**config.mk**
```make
export PLATFORM = sky130hd
export DESIGN_NAME = chgi_top
export DESIGN_NICKNAME = d
export VERILOG_FILES = /design/src/inc/chgi_pkg.sv /design/src/hdl/chgi_top.sv
export SDC_FILE = /design/constraint.sdc
export NUM_CORES = 1
export LEC_CHECK = 0
export ABC_AREA = 1
export BUFFER_PORTS_ARGS = -buffer_cell sky130_fd_sc_hd__buf_2
export CAP_MARGIN = 20
export CELL_PAD_IN_SITES_DETAIL_PLACEMENT = 0
export CELL_PAD_IN_SITES_GLOBAL_PLACEMENT = 1
export CORE_ASPECT_RATIO = 0.6
export CORE_MARGIN = 1
export CORE_UTILIZATION = 25
export CTS_BUF_LIST = sky130_fd_sc_hd__clkbuf_8
export DETAILED_ROUTE_END_ITERATION = 8
export PLACE_DENSITY = 0.45
export SLEW_MARGIN = 20
export SYNTH_ARGS = -nofsm -noshare
export SYNTH_HDL_FRONTEND = slang
export SYNTH_HIERARCHICAL = 1
export SYNTH_SLANG_ARGS = --single-unit
```
**constraint.sdc**
```tcl
create_clock -name clk_i -period 2.04 [get_ports clk_i]
set_input_delay 0.102 -clock clk_i [delete_from_list [all_inputs] [get_ports clk_i]]
set_output_delay 0.102 -clock clk_i [all_outputs]
set_load 0.1 [all_outputs]
```
**src/inc/chgi_pkg.sv**
```systemverilog
// Shared constants and types for the charger serial diagnostic block
package chgi_pkg;
  // Target address: base plus two strap bits
  localparam logic [6:0] ADDR_BASE = 7'h30;
  localparam logic [6:0] GEN_CALL_ADDR = 7'h00;
  localparam logic RW_READ = 1'b1;

  // Register offsets
  localparam logic [7:0] REG_FLAG0 = 8'h00;
  localparam logic [7:0] REG_FLAG1 = 8'h01;
  localparam logic [7:0] REG_FLAG2 = 8'h02;
  localparam logic [7:0] REG_MASK0 = 8'h03;
  localparam logic [7:0] REG_MASK1 = 8'h04;
  localparam logic [7:0] REG_MASK2 = 8'h05;
  localparam logic [7:0] REG_CFG = 8'h06;
  localparam logic [7:0] REG_ADC_REQ = 8'h07;
  localparam logic [7:0] REG_VOLT = 8'h08;
  localparam logic [7:0] REG_CURR = 8'h09;
  localparam logic [7:0] REG_TEMP = 8'h0a;

  // Field layout
  localparam int FLAG_ADC_DONE = 0;
  localparam int FLAG_ATTACH = 1;
  localparam int FLAG0_SPARE = 6;
  localparam int NUM_FAULTS = 16;
  localparam int NUM_FLAG_REGS = 3;
  localparam int NUM_FLAGS = 24;
  localparam int CFG_SELF_CLR_BIT = 0;
  localparam int ADC_REQ_BIT = 0;

  // Reset values
  localparam logic [7:0] MASK_RST = 8'h00;
  localparam logic [7:0] CFG_RST = 8'h00;
  localparam logic [7:0] SAMPLE_RST = 8'h00;

  // Serial framing counts
  localparam logic [3:0] BIT_LAST = 4'h8;
  localparam logic [3:0] BIT_ACK = 4'h9;
  localparam logic [1:0] STRAP_SETTLE = 2'h3;

  // Write queue
  localparam int FIFO_WIDTH = 16;
  localparam int FIFO_DEPTH = 4;

  typedef enum logic [2:0] {
    ST_IDLE   = 3'b000,
    ST_ADDR   = 3'b001,
    ST_REG    = 3'b010,
    ST_DATA_W = 3'b011,
    ST_DATA_R = 3'b100,
    ST_IGNORE = 3'b101
  } chgi_state_t;
endpackage

```
**src/hdl/chgi_top.sv**
```systemverilog
// Charger serial target, event flags, interrupt and measurement handshake
// Functional notes
// - Interrupt active only while enabled flag set
// - Enables cover faults, attach, conversion complete
// - Enables gate interrupt only, never alarm
// - Standalone build: open-drain low attach indicator
// - Host sets request; device clears when done
// - Result arrival sets conversion-complete flag
// - Results held until next request
// - Results are 8-bit codes, voltage full scale
// - Current and temperature codes linearly scaled
// - Eight data bits plus ack clock, framed
// - Clock input only; data open-drain low
// - One bit per clock, stable while high
// - Detect start and stop while clock high
// - Stop anywhere except start's high pulse
// - Never hold clock line low
// - No ack for general call address
// - Address 0x30 plus strap, then direction
// - Pull data low through ninth clock high
// - Write frame: address, register, data, stop
// - Read frame: address, register, restart, data
// - Alarm asserted while any fault persists
// - Reading flags clears them; live faults reassert
// - Low address bits from strap at enable
`timescale 1ns/1ps

module chgi_fifo #(
  parameter int WIDTH = 16,
  parameter int DEPTH = 4
) (
  input wire logic clk_i,
  input wire logic resetn_i,
  input wire logic in_valid_i,
  output logic in_ready_o,
  input wire logic [WIDTH-1:0] in_data_i,
  output logic out_valid_o,
  input wire logic out_ready_i,
  output logic [WIDTH-1:0] out_data_o
);
  localparam int PW = $clog2(DEPTH);
  logic [WIDTH-1:0] mem_reg [DEPTH];
  logic [PW-1:0] wr_ptr_reg;
  logic [PW-1:0] rd_ptr_reg;
  logic [PW:0] count_reg;
  logic push;
  logic pop;

  // Honest full and empty from the occupancy count
  assign in_ready_o = (count_reg != (PW+1)'(DEPTH));
  assign out_valid_o = (count_reg != '0);
  assign out_data_o = mem_reg[rd_ptr_reg];
  assign push = in_valid_i && in_ready_o;
  assign pop = out_valid_o && out_ready_i;

  // Storage writes
  always_ff @(posedge clk_i) begin
    if (push) begin
      mem_reg[wr_ptr_reg] <= in_data_i;
    end
  end

  // Pointers and count
  always_ff @(posedge clk_i) begin
    if (!resetn_i) begin
      wr_ptr_reg <= '0;
      rd_ptr_reg <= '0;
      count_reg <= '0;
    end else begin
      if (push) begin
        wr_ptr_reg <= (wr_ptr_reg == PW'(DEPTH - 1)) ? '0 : wr_ptr_reg + PW'(1);
      end
      if (pop) begin
        rd_ptr_reg <= (rd_ptr_reg == PW'(DEPTH - 1)) ? '0 : rd_ptr_reg + PW'(1);
      end
      count_reg <= count_reg + (PW+1)'(push) - (PW+1)'(pop);
    end
  end
endmodule // chgi_fifo

module chgi_top (
  input wire logic clk_i,
  input wire logic resetn_i,
  input wire logic scl_i,
  input wire logic sda_i,
  output logic sda_o,
  output logic sda_oe_o,
  input wire logic [1:0] strap_pin_one_i,
  input wire logic standalone_i,
  input wire logic attached_i,
  input wire logic [chgi_pkg::NUM_FAULTS-1:0] fault_i,
  output logic int_oe_o,
  output logic alarm_oe_o,
  output logic adc_start_o,
  input wire logic adc_done_i,
  input wire logic [7:0] bus_voltage_sample_i,
  input wire logic [7:0] load_current_sample_i,
  input wire logic [7:0] die_temp_sample_i
);
  // Synchronisers: first stage read only by second
  logic [1:0] scl_sync_reg, sda_sync_reg, strap_s1_reg, strap_s2_reg;
  logic standalone_s1_reg, standalone_s2_reg, attach_s1_reg, attach_s2_reg;
  logic [chgi_pkg::NUM_FAULTS-1:0] fault_s1_reg, fault_s2_reg;
  logic scl_prev_reg, sda_prev_reg, attach_prev_reg;

  always_ff @(posedge clk_i) begin
    if (!resetn_i) begin
      scl_sync_reg <= 2'h3;
      sda_sync_reg <= 2'h3;
      scl_prev_reg <= 1'b1;
      sda_prev_reg <= 1'b1;
      strap_s1_reg <= 2'h0;
      strap_s2_reg <= 2'h0;
      standalone_s1_reg <= 1'b0;
      standalone_s2_reg <= 1'b0;
      attach_s1_reg <= 1'b0;
      attach_s2_reg <= 1'b0;
      attach_prev_reg <= 1'b0;
      fault_s1_reg <= '0;
      fault_s2_reg <= '0;
    end else begin
      scl_sync_reg <= {scl_sync_reg[0], scl_i};
      sda_sync_reg <= {sda_sync_reg[0], sda_i};
      scl_prev_reg <= scl_sync_reg[1];
      sda_prev_reg <= sda_sync_reg[1];
      strap_s1_reg <= strap_pin_one_i;
      strap_s2_reg <= strap_s1_reg;
      standalone_s1_reg <= standalone_i;
      standalone_s2_reg <= standalone_s1_reg;
      attach_s1_reg <= attached_i;
      attach_s2_reg <= attach_s1_reg;
      attach_prev_reg <= attach_s2_reg;
      fault_s1_reg <= fault_i;
      fault_s2_reg <= fault_s1_reg;
    end
  end

  logic scl_s, sda_s, scl_rise, scl_fall, start_det, stop_det;
  assign scl_s = scl_sync_reg[1];
  assign sda_s = sda_sync_reg[1];
  assign scl_rise = scl_s && !scl_prev_reg;
  assign scl_fall = !scl_s && scl_prev_reg;
  assign start_det = scl_s && scl_prev_reg && sda_prev_reg && !sda_s;
  assign stop_det = scl_s && scl_prev_reg && !sda_prev_reg && sda_s;

  // Strap caught once the synchroniser has settled after reset
  logic [1:0] settle_reg;
  logic strap_taken_reg, standalone_reg;
  logic [6:0] own_addr_reg;
  always_ff @(posedge clk_i) begin
    if (!resetn_i) begin
      settle_reg <= '0;
      strap_taken_reg <= 1'b0;
      standalone_reg <= 1'b0;
      own_addr_reg <= chgi_pkg::ADDR_BASE;
    end else if (!strap_taken_reg) begin
      if (settle_reg == chgi_pkg::STRAP_SETTLE) begin
        strap_taken_reg <= 1'b1;
        standalone_reg <= standalone_s2_reg;
        own_addr_reg <= chgi_pkg::ADDR_BASE + {5'h00, strap_s2_reg};
      end else begin
        settle_reg <= settle_reg + 2'h1;
      end
    end
  end

  // Register file state
  logic [chgi_pkg::NUM_FLAGS-1:0] flags_reg, masks_reg, ev_set, ev_live;
  logic [7:0] cfg_reg, volt_reg, curr_reg, temp_reg;
  logic adc_req_reg, adc_busy_reg;
  logic [chgi_pkg::NUM_FLAG_REGS-1:0] rd_clr_reg;
  logic [7:0] ptr_reg, rd_data;

  // Read mux; registers are eight bits wide
  always_comb begin
    case (ptr_reg)
      chgi_pkg::REG_FLAG0: rd_data = flags_reg[7:0];
      chgi_pkg::REG_FLAG1: rd_data = flags_reg[15:8];
      chgi_pkg::REG_FLAG2: rd_data = flags_reg[23:16];
      chgi_pkg::REG_MASK0: rd_data = masks_reg[7:0];
      chgi_pkg::REG_MASK1: rd_data = masks_reg[15:8];
      chgi_pkg::REG_MASK2: rd_data = masks_reg[23:16];
      chgi_pkg::REG_CFG: rd_data = cfg_reg;
      chgi_pkg::REG_ADC_REQ: rd_data = {7'h00, adc_req_reg};
      chgi_pkg::REG_VOLT: rd_data = volt_reg;
      chgi_pkg::REG_CURR: rd_data = curr_reg;
      chgi_pkg::REG_TEMP: rd_data = temp_reg;
      default: rd_data = 8'h00;
    endcase
  end

  // Serial target state
  chgi_pkg::chgi_state_t state_reg;
  logic [3:0] bit_cnt_reg;
  logic [7:0] shift_reg, tx_reg;
  logic rw_reg, start_hi_reg, sda_oe_reg, push_reg;
  logic [15:0] push_data_reg;
  logic fifo_in_ready, fifo_out_valid;
  logic [15:0] fifo_out_data;
  logic addr_hit;
  assign addr_hit = (shift_reg[7:1] == own_addr_reg) &&
                    (shift_reg[7:1] != chgi_pkg::GEN_CALL_ADDR);

  // Bus state machine; clock line is never driven, no stretching
  always_ff @(posedge clk_i) begin
    if (!resetn_i) begin
      state_reg <= chgi_pkg::ST_IDLE;
      bit_cnt_reg <= '0;
      shift_reg <= '0;
      tx_reg <= '0;
      rw_reg <= 1'b0;
      start_hi_reg <= 1'b0;
      sda_oe_reg <= 1'b0;
      ptr_reg <= '0;
      push_reg <= 1'b0;
      push_data_reg <= '0;
      rd_clr_reg <= '0;
    end else begin
      push_reg <= 1'b0;
      rd_clr_reg <= '0;
      if (scl_fall) begin
        start_hi_reg <= 1'b0;
      end
      if (standalone_reg) begin
        state_reg <= chgi_pkg::ST_IDLE;
        sda_oe_reg <= 1'b0;
      end else if (start_det) begin
        // Start or repeated start restarts address phase
        state_reg <= chgi_pkg::ST_ADDR;
        bit_cnt_reg <= '0;
        sda_oe_reg <= 1'b0;
        start_hi_reg <= 1'b1;
      end else if (stop_det && !start_hi_reg) begin
        // Stop honoured at any bit except in start's own high pulse
        state_reg <= chgi_pkg::ST_IDLE;
        sda_oe_reg <= 1'b0;
      end else if (state_reg != chgi_pkg::ST_IDLE && state_reg != chgi_pkg::ST_IGNORE) begin
        if (scl_rise && bit_cnt_reg < chgi_pkg::BIT_LAST) begin
          shift_reg <= {shift_reg[6:0], sda_s};
          bit_cnt_reg <= bit_cnt_reg + 4'h1;
        end else if (scl_fall && bit_cnt_reg == chgi_pkg::BIT_LAST) begin
          // Byte complete: ack slot held until next clock fall
          bit_cnt_reg <= chgi_pkg::BIT_ACK;
          sda_oe_reg <= 1'b0;
          case (state_reg)
            chgi_pkg::ST_ADDR: begin
              if (addr_hit) begin
                sda_oe_reg <= 1'b1;
                rw_reg <= shift_reg[0];
                if (shift_reg[0] == chgi_pkg::RW_READ) begin
                  tx_reg <= rd_data;
                  for (int r = 0; r < chgi_pkg::NUM_FLAG_REGS; r++) begin
                    rd_clr_reg[r] <= (ptr_reg == chgi_pkg::REG_FLAG0 + 8'(r));
                  end
                end
              end else begin
                state_reg <= chgi_pkg::ST_IGNORE;
              end
            end
            chgi_pkg::ST_REG: begin
              ptr_reg <= shift_reg;
              sda_oe_reg <= 1'b1;
            end
            chgi_pkg::ST_DATA_W: begin
              // Full queue refuses the byte with no ack
              if (fifo_in_ready) begin
                push_reg <= 1'b1;
                push_data_reg <= {ptr_reg, shift_reg};
                sda_oe_reg <= 1'b1;
              end
            end
            default: sda_oe_reg <= 1'b0; // Master acks read byte
          endcase
        end else if (scl_fall && bit_cnt_reg == chgi_pkg::BIT_ACK) begin
          bit_cnt_reg <= '0;
          sda_oe_reg <= 1'b0;
          case (state_reg)
            chgi_pkg::ST_ADDR: begin
              if (rw_reg == chgi_pkg::RW_READ) begin
                state_reg <= chgi_pkg::ST_DATA_R;
                sda_oe_reg <= !tx_reg[7];
              end else begin
                state_reg <= chgi_pkg::ST_REG;
              end
            end
            chgi_pkg::ST_REG: state_reg <= chgi_pkg::ST_DATA_W;
            default: state_reg <= chgi_pkg::ST_IGNORE; // One data byte per frame
          endcase
        end else if (scl_fall && state_reg == chgi_pkg::ST_DATA_R &&
                     bit_cnt_reg != '0) begin
          // Shift out next bit; only ever pull low
          sda_oe_reg <= !tx_reg[3'h7 - bit_cnt_reg[2:0]];
        end
      end
    end
  end

  // Write queue between serial side and register file
  logic drain_ready;
  assign drain_ready = (rd_clr_reg == '0); // Stall while a read-clear lands
  chgi_fifo #(
    .WIDTH(chgi_pkg::FIFO_WIDTH),
    .DEPTH(chgi_pkg::FIFO_DEPTH)
  ) u_wr_fifo (
    .clk_i(clk_i),
    .resetn_i(resetn_i),
    .in_valid_i(push_reg),
    .in_ready_o(fifo_in_ready),
    .in_data_i(push_data_reg),
    .out_valid_o(fifo_out_valid),
    .out_ready_i(drain_ready),
    .out_data_o(fifo_out_data)
  );

  logic wr_en;
  logic [7:0] wr_ptr, wr_val;
  assign wr_en = fifo_out_valid && drain_ready;
  assign wr_ptr = fifo_out_data[15:8];
  assign wr_val = fifo_out_data[7:0];

  // Enable and configuration registers written from queue
  always_ff @(posedge clk_i) begin
    if (!resetn_i) begin
      masks_reg <= {chgi_pkg::MASK_RST, chgi_pkg::MASK_RST, chgi_pkg::MASK_RST};
      cfg_reg <= chgi_pkg::CFG_RST;
    end else if (wr_en) begin
      case (wr_ptr)
        chgi_pkg::REG_MASK0: masks_reg[7:0] <= wr_val;
        chgi_pkg::REG_MASK1: masks_reg[15:8] <= wr_val;
        chgi_pkg::REG_MASK2: masks_reg[23:16] <= wr_val;
        chgi_pkg::REG_CFG: cfg_reg <= wr_val;
        default: cfg_reg <= cfg_reg;
      endcase
    end
  end

  // Measurement handshake; request bit self-clears on completion
  logic adc_start_reg, adc_done_evt;
  assign adc_done_evt = adc_done_i && adc_busy_reg;
  always_ff @(posedge clk_i) begin
    if (!resetn_i) begin
      adc_req_reg <= 1'b0;
      adc_busy_reg <= 1'b0;
      adc_start_reg <= 1'b0;
      volt_reg <= chgi_pkg::SAMPLE_RST;
      curr_reg <= chgi_pkg::SAMPLE_RST;
      temp_reg <= chgi_pkg::SAMPLE_RST;
    end else begin
      adc_start_reg <= 1'b0;
      if (adc_done_evt) begin
        adc_req_reg <= 1'b0;
        adc_busy_reg <= 1'b0;
        volt_reg <= bus_voltage_sample_i;
        curr_reg <= load_current_sample_i;
        temp_reg <= die_temp_sample_i;
      end else if (wr_en && wr_ptr == chgi_pkg::REG_ADC_REQ &&
                   wr_val[chgi_pkg::ADC_REQ_BIT]) begin
        adc_req_reg <= 1'b1;
      end else if (adc_req_reg && !adc_busy_reg) begin
        adc_busy_reg <= 1'b1;
        adc_start_reg <= 1'b1;
      end
    end
  end

  // Event sources: conversion done, attach rise, live faults
  assign ev_set = {fault_s2_reg, {chgi_pkg::FLAG0_SPARE{1'b0}},
                   attach_s2_reg && !attach_prev_reg, adc_done_evt};
  assign ev_live = {fault_s2_reg, 8'h00};

  // Flags: set beats clear so no event is lost
  generate
    for (genvar i = 0; i < chgi_pkg::NUM_FLAGS; i++) begin : g_flag
      logic clr;
      assign clr = rd_clr_reg[i / 8] ||
                   (cfg_reg[chgi_pkg::CFG_SELF_CLR_BIT] && i >= 8 && !ev_live[i]);
      always_ff @(posedge clk_i) begin
        if (!resetn_i) begin
          flags_reg[i] <= 1'b0;
        end else begin
          flags_reg[i] <= ev_set[i] || (flags_reg[i] && !clr);
        end
      end
    end
  endgenerate

  // Pin drivers; interrupt gated by enables except in standalone build (attach input), alarm never
  logic int_oe_reg, alarm_oe_reg;
  always_ff @(posedge clk_i) begin
    if (!resetn_i) begin
      int_oe_reg <= 1'b0;
      alarm_oe_reg <= 1'b0;
    end else begin
      int_oe_reg <= standalone_reg ? attach_s2_reg
                                   : |(flags_reg & masks_reg);
      alarm_oe_reg <= |fault_s2_reg;
    end
  end

  // Data pin output level is always low: open drain
  logic sda_lvl_reg;
  always_ff @(posedge clk_i) begin
    sda_lvl_reg <= 1'b0;
  end

  assign sda_o = sda_lvl_reg;
  assign sda_oe_o = sda_oe_reg;
  assign int_oe_o = int_oe_reg;
  assign alarm_oe_o = alarm_oe_reg;
  assign adc_start_o = adc_start_reg;
endmodule // chgi_top

```
After elaboration in Yosys (flattened, before gate mapping):

Memory sizes are Yosys's and may differ from the RTL's. A register that Yosys moved wholly into a read port is not among the register bits.
Index checks and enable logic that the tools add are counted.
W data, S select, Z words.

* bitwise logic cells: 15
* equality and inequality tests: 33
* magnitude comparators: 2
* reductions and logical operators: 174
* multiplexer cells: 40
* $add $sub $neg: 8

Operators by type and width (count)
* $pmux W8 S11: 1
* $eq A8 B3 Y1 const B: 8
* $logic_and A1 B1 Y1: 62
* $logic_not A1 Y1: 42
* $logic_or A1 B1 Y1: 34
* $and A24 B24 Y24: 1
* $eq A8 B2 Y1 const B: 3
* $eq A8 B4 Y1 const B: 3
* $mux W4: 6
* $reduce_or A24 Y1: 1
* $mux W1: 21
* $reduce_and A8 Y1: 2
* $reduce_or A16 Y1: 1
* $mux W3: 5
* $reduce_and A5 Y1: 3
* $not A1 Y1: 14
* $reduce_and A2 Y1: 7
* $reduce_bool A3 Y1: 4
* $reduce_bool A4 Y1: 3
* $reduce_or A10 Y1: 1
* $ne A3 B3 Y1 const B: 3
* $reduce_and A9 Y1: 1
* $eq A4 B4 Y1 const B: 2
* $eq A8 B1 Y1 const B: 1
* other kinds (32): 43

* output and inout bits: 5
* input port bits: 49
* bits in registers: 204
* memory bits (writable): 64
* memories: 1

Memories
* u_wr_fifo.mem_reg: depth 4, width 16, read ports 1, clocked after Yosys merged registers in 1, wr ports 1, RTL line chgi_top.sv:42 `logic [WIDTH-1:0] mem_reg [DEPTH];`

Depth between registers and ports, before layout:

Gate-level depths: netlist (run 1).

* depth after elaboration: 9
* mapped depth: 13

Cells and area by module:

The synthesis (run 1) kept the hierarchy.

Modules (own cells, without submodules)
* chgi_top: area an instance 7856.3 um2, times used 1, cells each 1057
* chgi_fifo: area an instance 2859.0 um2, times used 1, cells each 216

Worst setup path before layout (run 1):

OpenSTA, ideal clock, no wires.

* kind: flip-flop to flip-flop
* start: register rd_clr_reg[0] (netlist bit)
* end: register u_wr_fifo.count_reg[2]
* data arrival time: 1751 ps
* setup slack: 176 ps
* setup time: 113 ps
* required time: 1927 ps
* stages on the path, launching flop included: 10
* path through: dfxtp_1 -> nor3_4 -> a21boi_2 -> ha_1 -> inv_1 -> ha_1 -> inv_1 -> fa_1 -> nor2_1 -> nor2_1

* longest elaborated chain between the ends: 3

RTL lines
* start: declaration: RTL line chgi_top.sv:171 `logic [chgi_pkg::NUM_FLAG_REGS-1:0] rd_clr_reg;`
* start signal: indexed assignment: RTL line chgi_top.sv:253 `rd_clr_reg[r] <= (ptr_reg == chgi_pkg::REG_FLAG0 + 8'(r));`
* $logic_not A3 Y1: RTL line chgi_top.sv:300 `assign drain_ready = (rd_clr_reg == '0);`
* named net drain_ready: RTL line chgi_top.sv:299 `logic drain_ready;`
* $logic_and A1 B1 Y1: RTL line chgi_top.sv:54 `assign pop = out_valid_o && out_ready_i;`
* $sub A3 B1 Y3: RTL line chgi_top.sv:76 `count_reg <= count_reg + (PW+1)'(push) - (PW+1)'(pop);`
* end signal: assignment: RTL line chgi_top.sv:76
* end: declaration: RTL line chgi_top.sv:45 `logic [PW:0] count_reg;`

The timed path passes the listed nets, and every way through them passes these cells.
A chain may end at the register's enable or synchronous reset.

Final worst setup path (run 1):

* start: register rd_clr_reg[2] (netlist bit)
* end: register u_wr_fifo.count_reg[1]

The elaborated chain is that of the path after synthesis.

==> impl_metrics.yaml, run 1 <==
detailed_routing:
  via_per_inst: 4.34
  ant_nets: 0
  route.detailed.drc: 0
  drtIter0Drc: 612
  first_pass_iters: 5
  wirelength_um: 34100
  via_count: 8834
  wl_per_cell_um: 16.7
placed_design:
  globalplace.congestion: 0.809
  io_buffers: 52
  dpl-instance-area_sq_um: 12000
  dpl.hpwl_um: 24600
  dp_cells: 1899
clock_network:
  cts-root-buf: "clkbuf_8"
  path_clk_slew_ps: 60
  htreeDepth: 2
  clock_sinks: 265
  cts_max_path_buffers: 3
  insertion_delay_ps: 580
  cts_tree: "yes"
  cts_made_buffers: 44
global_routing:
  grt_pass1_vias: 8201
  grt_max_degree: 74
  grt_use_met1: 0.262
  use_met2: 0.190
  grt.met3_usage: 0.0302
  grt-ovfl-total: 0
  busiest_layer: "met1"
  antenna_found_initial: 3
  track_usage: 0.156
  grt_pass1_wl_um: 51600
floorplanning:
  num_rows: 58
  core_sq_um: 42100
  io_pins: 54
  die_area_sq_um: 43700
  die_w_um: 269
  start_util: 0.255
  die_h_um: 162
pwr:
  power_mw: 13.1
  powerDensity_nw_per_um2: 976
  p_leak_nw: 5.91
  ir_worst_vdd_mv: 0.419
critical_path:
  worstPathRequired_ps: 2510
  critPathMaxFanout: 2
  path_class: "flip-flop to flip-flop"
  cp-start-kind: "flip-flop"
  cp.arrival_ps: 2400
  end_kind: "flip-flop"
timing:
  fmax_mhz: 520
  fin_skew_ps: 17.9
  period_needed_ps: 1920
  slew-limit-headroom: 0.589
  period_share: 0.943
  final.setup.tns_ps: 0
  finalSetupViolations: 0
  worstMarginPinSlew_ps: 614
  hold_viol: 0
  slew_violations: 0
synth:
  synthArstFlopShare: 0
  yosysMostFrequentCell: "dfxtp_1"
  synth_edf_count: 64
  yosysWarnings: 6
  synth_cells: 1273
  synth_top_area_frac: 0.376
  syn_area_sq_um: 10700
  synth-seq-cells: 265
  synthFlopType: "dfxtp_1"
  synth_common_cells: "dfxtp_1, nand2_1, nor2_1"
  synth_area_leader_cell: "dfxtp_1"
  yosys.cell_types.count: 44
  synth-seq-area-share: 0.555
  avgSynthCellArea_sq_um: 8.42
  syn_nets: 1334
  synth.area.top_cells: "dfxtp_1, edfxtp_1, nand2_1"
final_layout:
  areaGrowthSynthToFinish_pct: 25.4
  stdcell_count: 2035
  drive_gt1_frac: 0.156
  nets: 1490
  nFillCells: 4485
  final_cell_area_sq_um: 13400
  largest_reg_flops: 64
  fin_util: 0.319
run_status:
  status: "complete, no violations"
hold_path:
  min-delay-path-class: "input pin to flip-flop"
job:
  drv_cap: 0
-- cell families after synthesis --
kind of cell,after synthesis,synth area share
AO/OA/AOI/OAI,268,0.131
XOR/XNOR,2,0.00164
adder cells (fa/ha/maj),12,0.0147
buffers and inverters,216,0.0820
flip-flops,265,0.555
other,1,0.000350
AND/OR/NAND/NOR,509,0.215
-- what timing repair did --
item	in CTS	in global routing
endpoints found under the hold margin	65	0
endpoints found under the setup margin	0	45
gates resized for setup	0	15
setup buffers	0	3
hold buffers	51	0
-- stage by stage --
stage,hold WS (ps),worst slack [ps]
after floorplan,200,176
after global placement,282,59.8
after detailed placement,286,59.2
after CTS,187,35.6
after global routing,219,-4.52
final,238,116
-- final cells by class --
cell class / count / area, sq um / share of cell area
clock buffers: 55 / 757 / 0.0563
diodes: 1 / 2.50 / 0.000186
repair buffers: 160 / 1320 / 0.0980
multi-input cells: 792 / 3940 / 0.293
well taps: 570 / 713 / 0.0531
clock inverters: 26 / 138 / 0.0102
inverters: 166 / 629 / 0.0468
flip-flops and latches: 265 / 5950 / 0.443
-- final timing paths --
| path | from | endpoint | slack [ps] | depth (start not counted) |
|---|---|---|---|---|
| worst min-delay path | standalone_i | standalone_s1_reg | 240 | 4 |
| worst max register to register | rd_clr_reg[2] | u_wr_fifo/count_reg[1] | 120 | 8 |
| worst min register to register | strap_s1_reg[1] | strap_s2_reg[1] | 410 | 2 |
| worst max-delay path | rd_clr_reg[2] | u_wr_fifo/count_reg[1] | 120 | 8 |
-- worst max-delay path: stages, from the launching register on --
cell and delay, ps:
dfxtp_1 330, nor3_4 210, a21boi_4 220, ha_1 240, inv_1 60, ha_1 140
inv_1 50, fa_2 530, nor2_1 40
-- routing by layer --
layer / wire, um / vias up / share of wire
li1: - / 4513 / -
met1: 19700 / 4074 / 0.58
met2: 12100 / 204 / 0.36
met3: 1750 / 43 / 0.051
met4: 510 / 0 / 0.015
met5: 0 / - / 0
-- where the power goes --
part	internal (mW)	switching, mW
registers	5.56	0.204
clock network	2.56	2.24
logic	0.873	1.67
-- placed cells by master (no fill, tap or decap), types with 2 or more instances in the layout --
master	synthesis	final
a21oi_1	109	109
a22o_1	3	3
buf_12	0	9
buf_2	14	51
buf_4	11	48
clkbuf_8	0	55
clkinv_1	0	3
clkinv_2	1	5
dfxtp_1	201	200
dlygate4sd3_1	0	51
edfxtp_1	64	64
ha_1	11	11
inv_1	151	167
inv_2	14	12
inv_4	0	2
nand2_1	177	176
nand2_2	4	5
nand2_4	2	2
nand3_1	116	115
nand3_2	3	4
nand3b_1	2	2
nand4_1	6	6
nor2_1	159	158
nor2_2	8	8
nor2_4	3	4
nor3_1	10	10
nor3_4	4	4
nor4_1	5	5
o21ai_0	81	80
o21ai_1	52	53
o22ai_1	17	14
o22ai_2	0	3
or2_2	5	5
Power figures use the tool's default switching activity.
==> run 2, diff against run 1 <==
--- a/config.mk
+++ b/config.mk
@@ -11,7 +11,7 @@
 export CELL_PAD_IN_SITES_DETAIL_PLACEMENT = 0
 export CELL_PAD_IN_SITES_GLOBAL_PLACEMENT = 1
 export CORE_ASPECT_RATIO = 0.6
-export CORE_MARGIN = 1
+export CORE_MARGIN = 2
 export CORE_UTILIZATION = 25
 export CTS_BUF_LIST = sky130_fd_sc_hd__clkbuf_8
 export DETAILED_ROUTE_END_ITERATION = 8
==> run 2 against run 1 <==
Against the previous run: clock skew up 13 ps; sequential share of layout area fell by 0.29 points; largest cell class unchanged; routed wire length rose by 0.70%; final cell count up 0.29%; sequential power hardly changed.
==> impl_metrics.yaml, run 2 (synthesized netlist as in run 1, its figures left out) <==
detailed_routing:
  first_pass_iters: 5
  via_per_inst: 4.38
  drtIter0Drc: 788
  wl_per_cell_um: 16.8
  ant_nets: 0
  wirelength_um: 34300
  via_count: 8942
  route.detailed.drc: 0
global_routing:
  grt-ovfl-total: 0
  grt_max_degree: 67
  track_usage: 0.156
  antenna_found_initial: 0
  grt_pass1_wl_um: 52400
  grt_pass1_vias: 8408
final_layout:
  largest_reg_flops: 64
  areaGrowthSynthToFinish_pct: 26.3
  nets: 1496
  final_cell_area_sq_um: 13500
  stdcell_count: 2041
  drive_gt1_frac: 0.163
  layout_common_cells: "dfxtp_1, nand2_1, inv_1"
  layout_commonest_cell: "dfxtp_1"
critical_path:
  crit_slowest_cell: "dlygate4sd3_1"
  cp-start-kind: "flip-flop"
  slowest_delay_ps: 560
  path_cells: "nand2_1 -> o21ai_0 -> dlygate4sd3_1 -> a21oi_1 -> dlygate4sd3_1"
  end_kind: "flip-flop"
  cp.arrival_ps: 2390
  r2r_slack_ps: 120
  path_class: "flip-flop to flip-flop"
  worstReg2RegStart: "adc_busy_reg"
  path_common_cell: "dlygate4sd3_1"
  worstPathRequired_ps: 2510
  critPathMaxFanout: 5
  reg2reg_to: "volt_reg[7]"
  r2r_cells: 5
clock_network:
  path_clk_slew_ps: 60
  htreeDepth: 2
  clock_sinks: 265
  cts-root-buf: "clkbuf_8"
  insertion_delay_ps: 590
  cts_made_buffers: 45
  cts_tree: "yes"
  cts_max_path_buffers: 3
placed_design:
  globalplace.congestion: 0.806
  dpl.hpwl_um: 24600
  dpl-instance-area_sq_um: 12000
  dp_cells: 1905
  io_buffers: 52
floorplanning:
  die_h_um: 164
  die_area_sq_um: 44600
  core_sq_um: 42100
  num_rows: 58
  io_pins: 54
  die_w_um: 271
  start_util: 0.255
run_status:
  status: "complete, no violations"
timing:
  slew_violations: 0
  worstMarginPinSlew_ps: 767
  fin_skew_ps: 30.5
  rsz0062_at_grt: "true"
  hold_viol: 0
  period_needed_ps: 1920
  period_share: 0.942
  finalSetupViolations: 0
  fmax_mhz: 521
  whs_ps: 33.4
  slew-limit-headroom: 0.487
pwr:
  ir_worst_vdd_mv: 0.434
  p_leak_nw: 5.96
  powerDensity_nw_per_um2: 988
  power_mw: 13.4
hold_path:
  hold_start: "resetn_i"
  min-delay-path-class: "input pin to flip-flop"
  whs_endpoint: "masks_reg[0]"
  whs_path_depth: 4
job:
  drv_cap: 0
## run 2: worst max-delay path, delay by kind of cell, from the launching register on
kind            cells  cell delay [ps]
compound gates      2              190
simple gates        1              130
buf+inv             2             1120
flops               1              370
## run 2: timing repair
item / in CTS / in global routing
cloned: 0 / 0
pin swaps: 0 / 1
buffers inserted: 0 / 1
gates resized for setup: 2 / 17
hold buffers: 52 / 0
setup endpoints to repair: 5 / 43
endpoints found under the hold margin: 51 / 0
## run 2: per-stage QoR
| step | TNS (ps) | worst slack [ps] | util |
|---|---|---|---|
| CTS | 0 | 6.55 | 0.320 |
| floorplan | 0 | 176 | - |
| detailed placement | 0 | 18.2 | 0.285 |
| global route | -98.4 | -31.8 | 0.322 |
| global placement | 0 | 72.6 | 0.285 |
| finish | 0 | 119 | 0.322 |
## run 2: worst max path at each step
stage | start | slack (ps) | endpoint
CTS | flip-flop | 7 | masks_reg[2]
floorplan | rd_clr_reg[0] | 180 | u_wr_fifo/count_reg[2]
global placement | rd_clr_reg[0] | 70 | u_wr_fifo/count_reg[2]
finish | adc_busy_reg | 120 | volt_reg[7]
global route | flip-flop | -30 | masks_reg[5]
detailed placement | flip-flop | 20 | masks_reg[12]
## run 2: power breakdown
part           internal [mW]  switching (mW)  leakage (nW)
Clock                   2.81            2.27         0.553
Sequential              5.57           0.195          2.34
Combinational          0.895            1.64          3.06
Total                   9.28            4.10          5.96
## run 2: layer usage
| layer | vias to the layer above | global-route usage | routed length [um] |
|---|---|---|---|
| met2 | 199 | 0.194 | 12000 |
| met3 | 53 | 0.0320 | 1700 |
| met1 | 4163 | 0.258 | 20000 |
| met5 | - | 0 | 0 |
| li1 | 4527 | - | - |
| met4 | 0 | 0.0387 | 611 |
## run 2: area by class of cell
cell class / count / area (sq um)
Fill cell: 4553 / 28600
Sequential cell: 265 / 5950
Multi-Input combinational cell: 792 / 3940
Timing Repair Buffer: 165 / 1350
Clock buffer: 58 / 798
Tap cell: 570 / 713
Inverter: 166 / 632
Clock inverter: 24 / 160
Antenna cell: 1 / 2.50
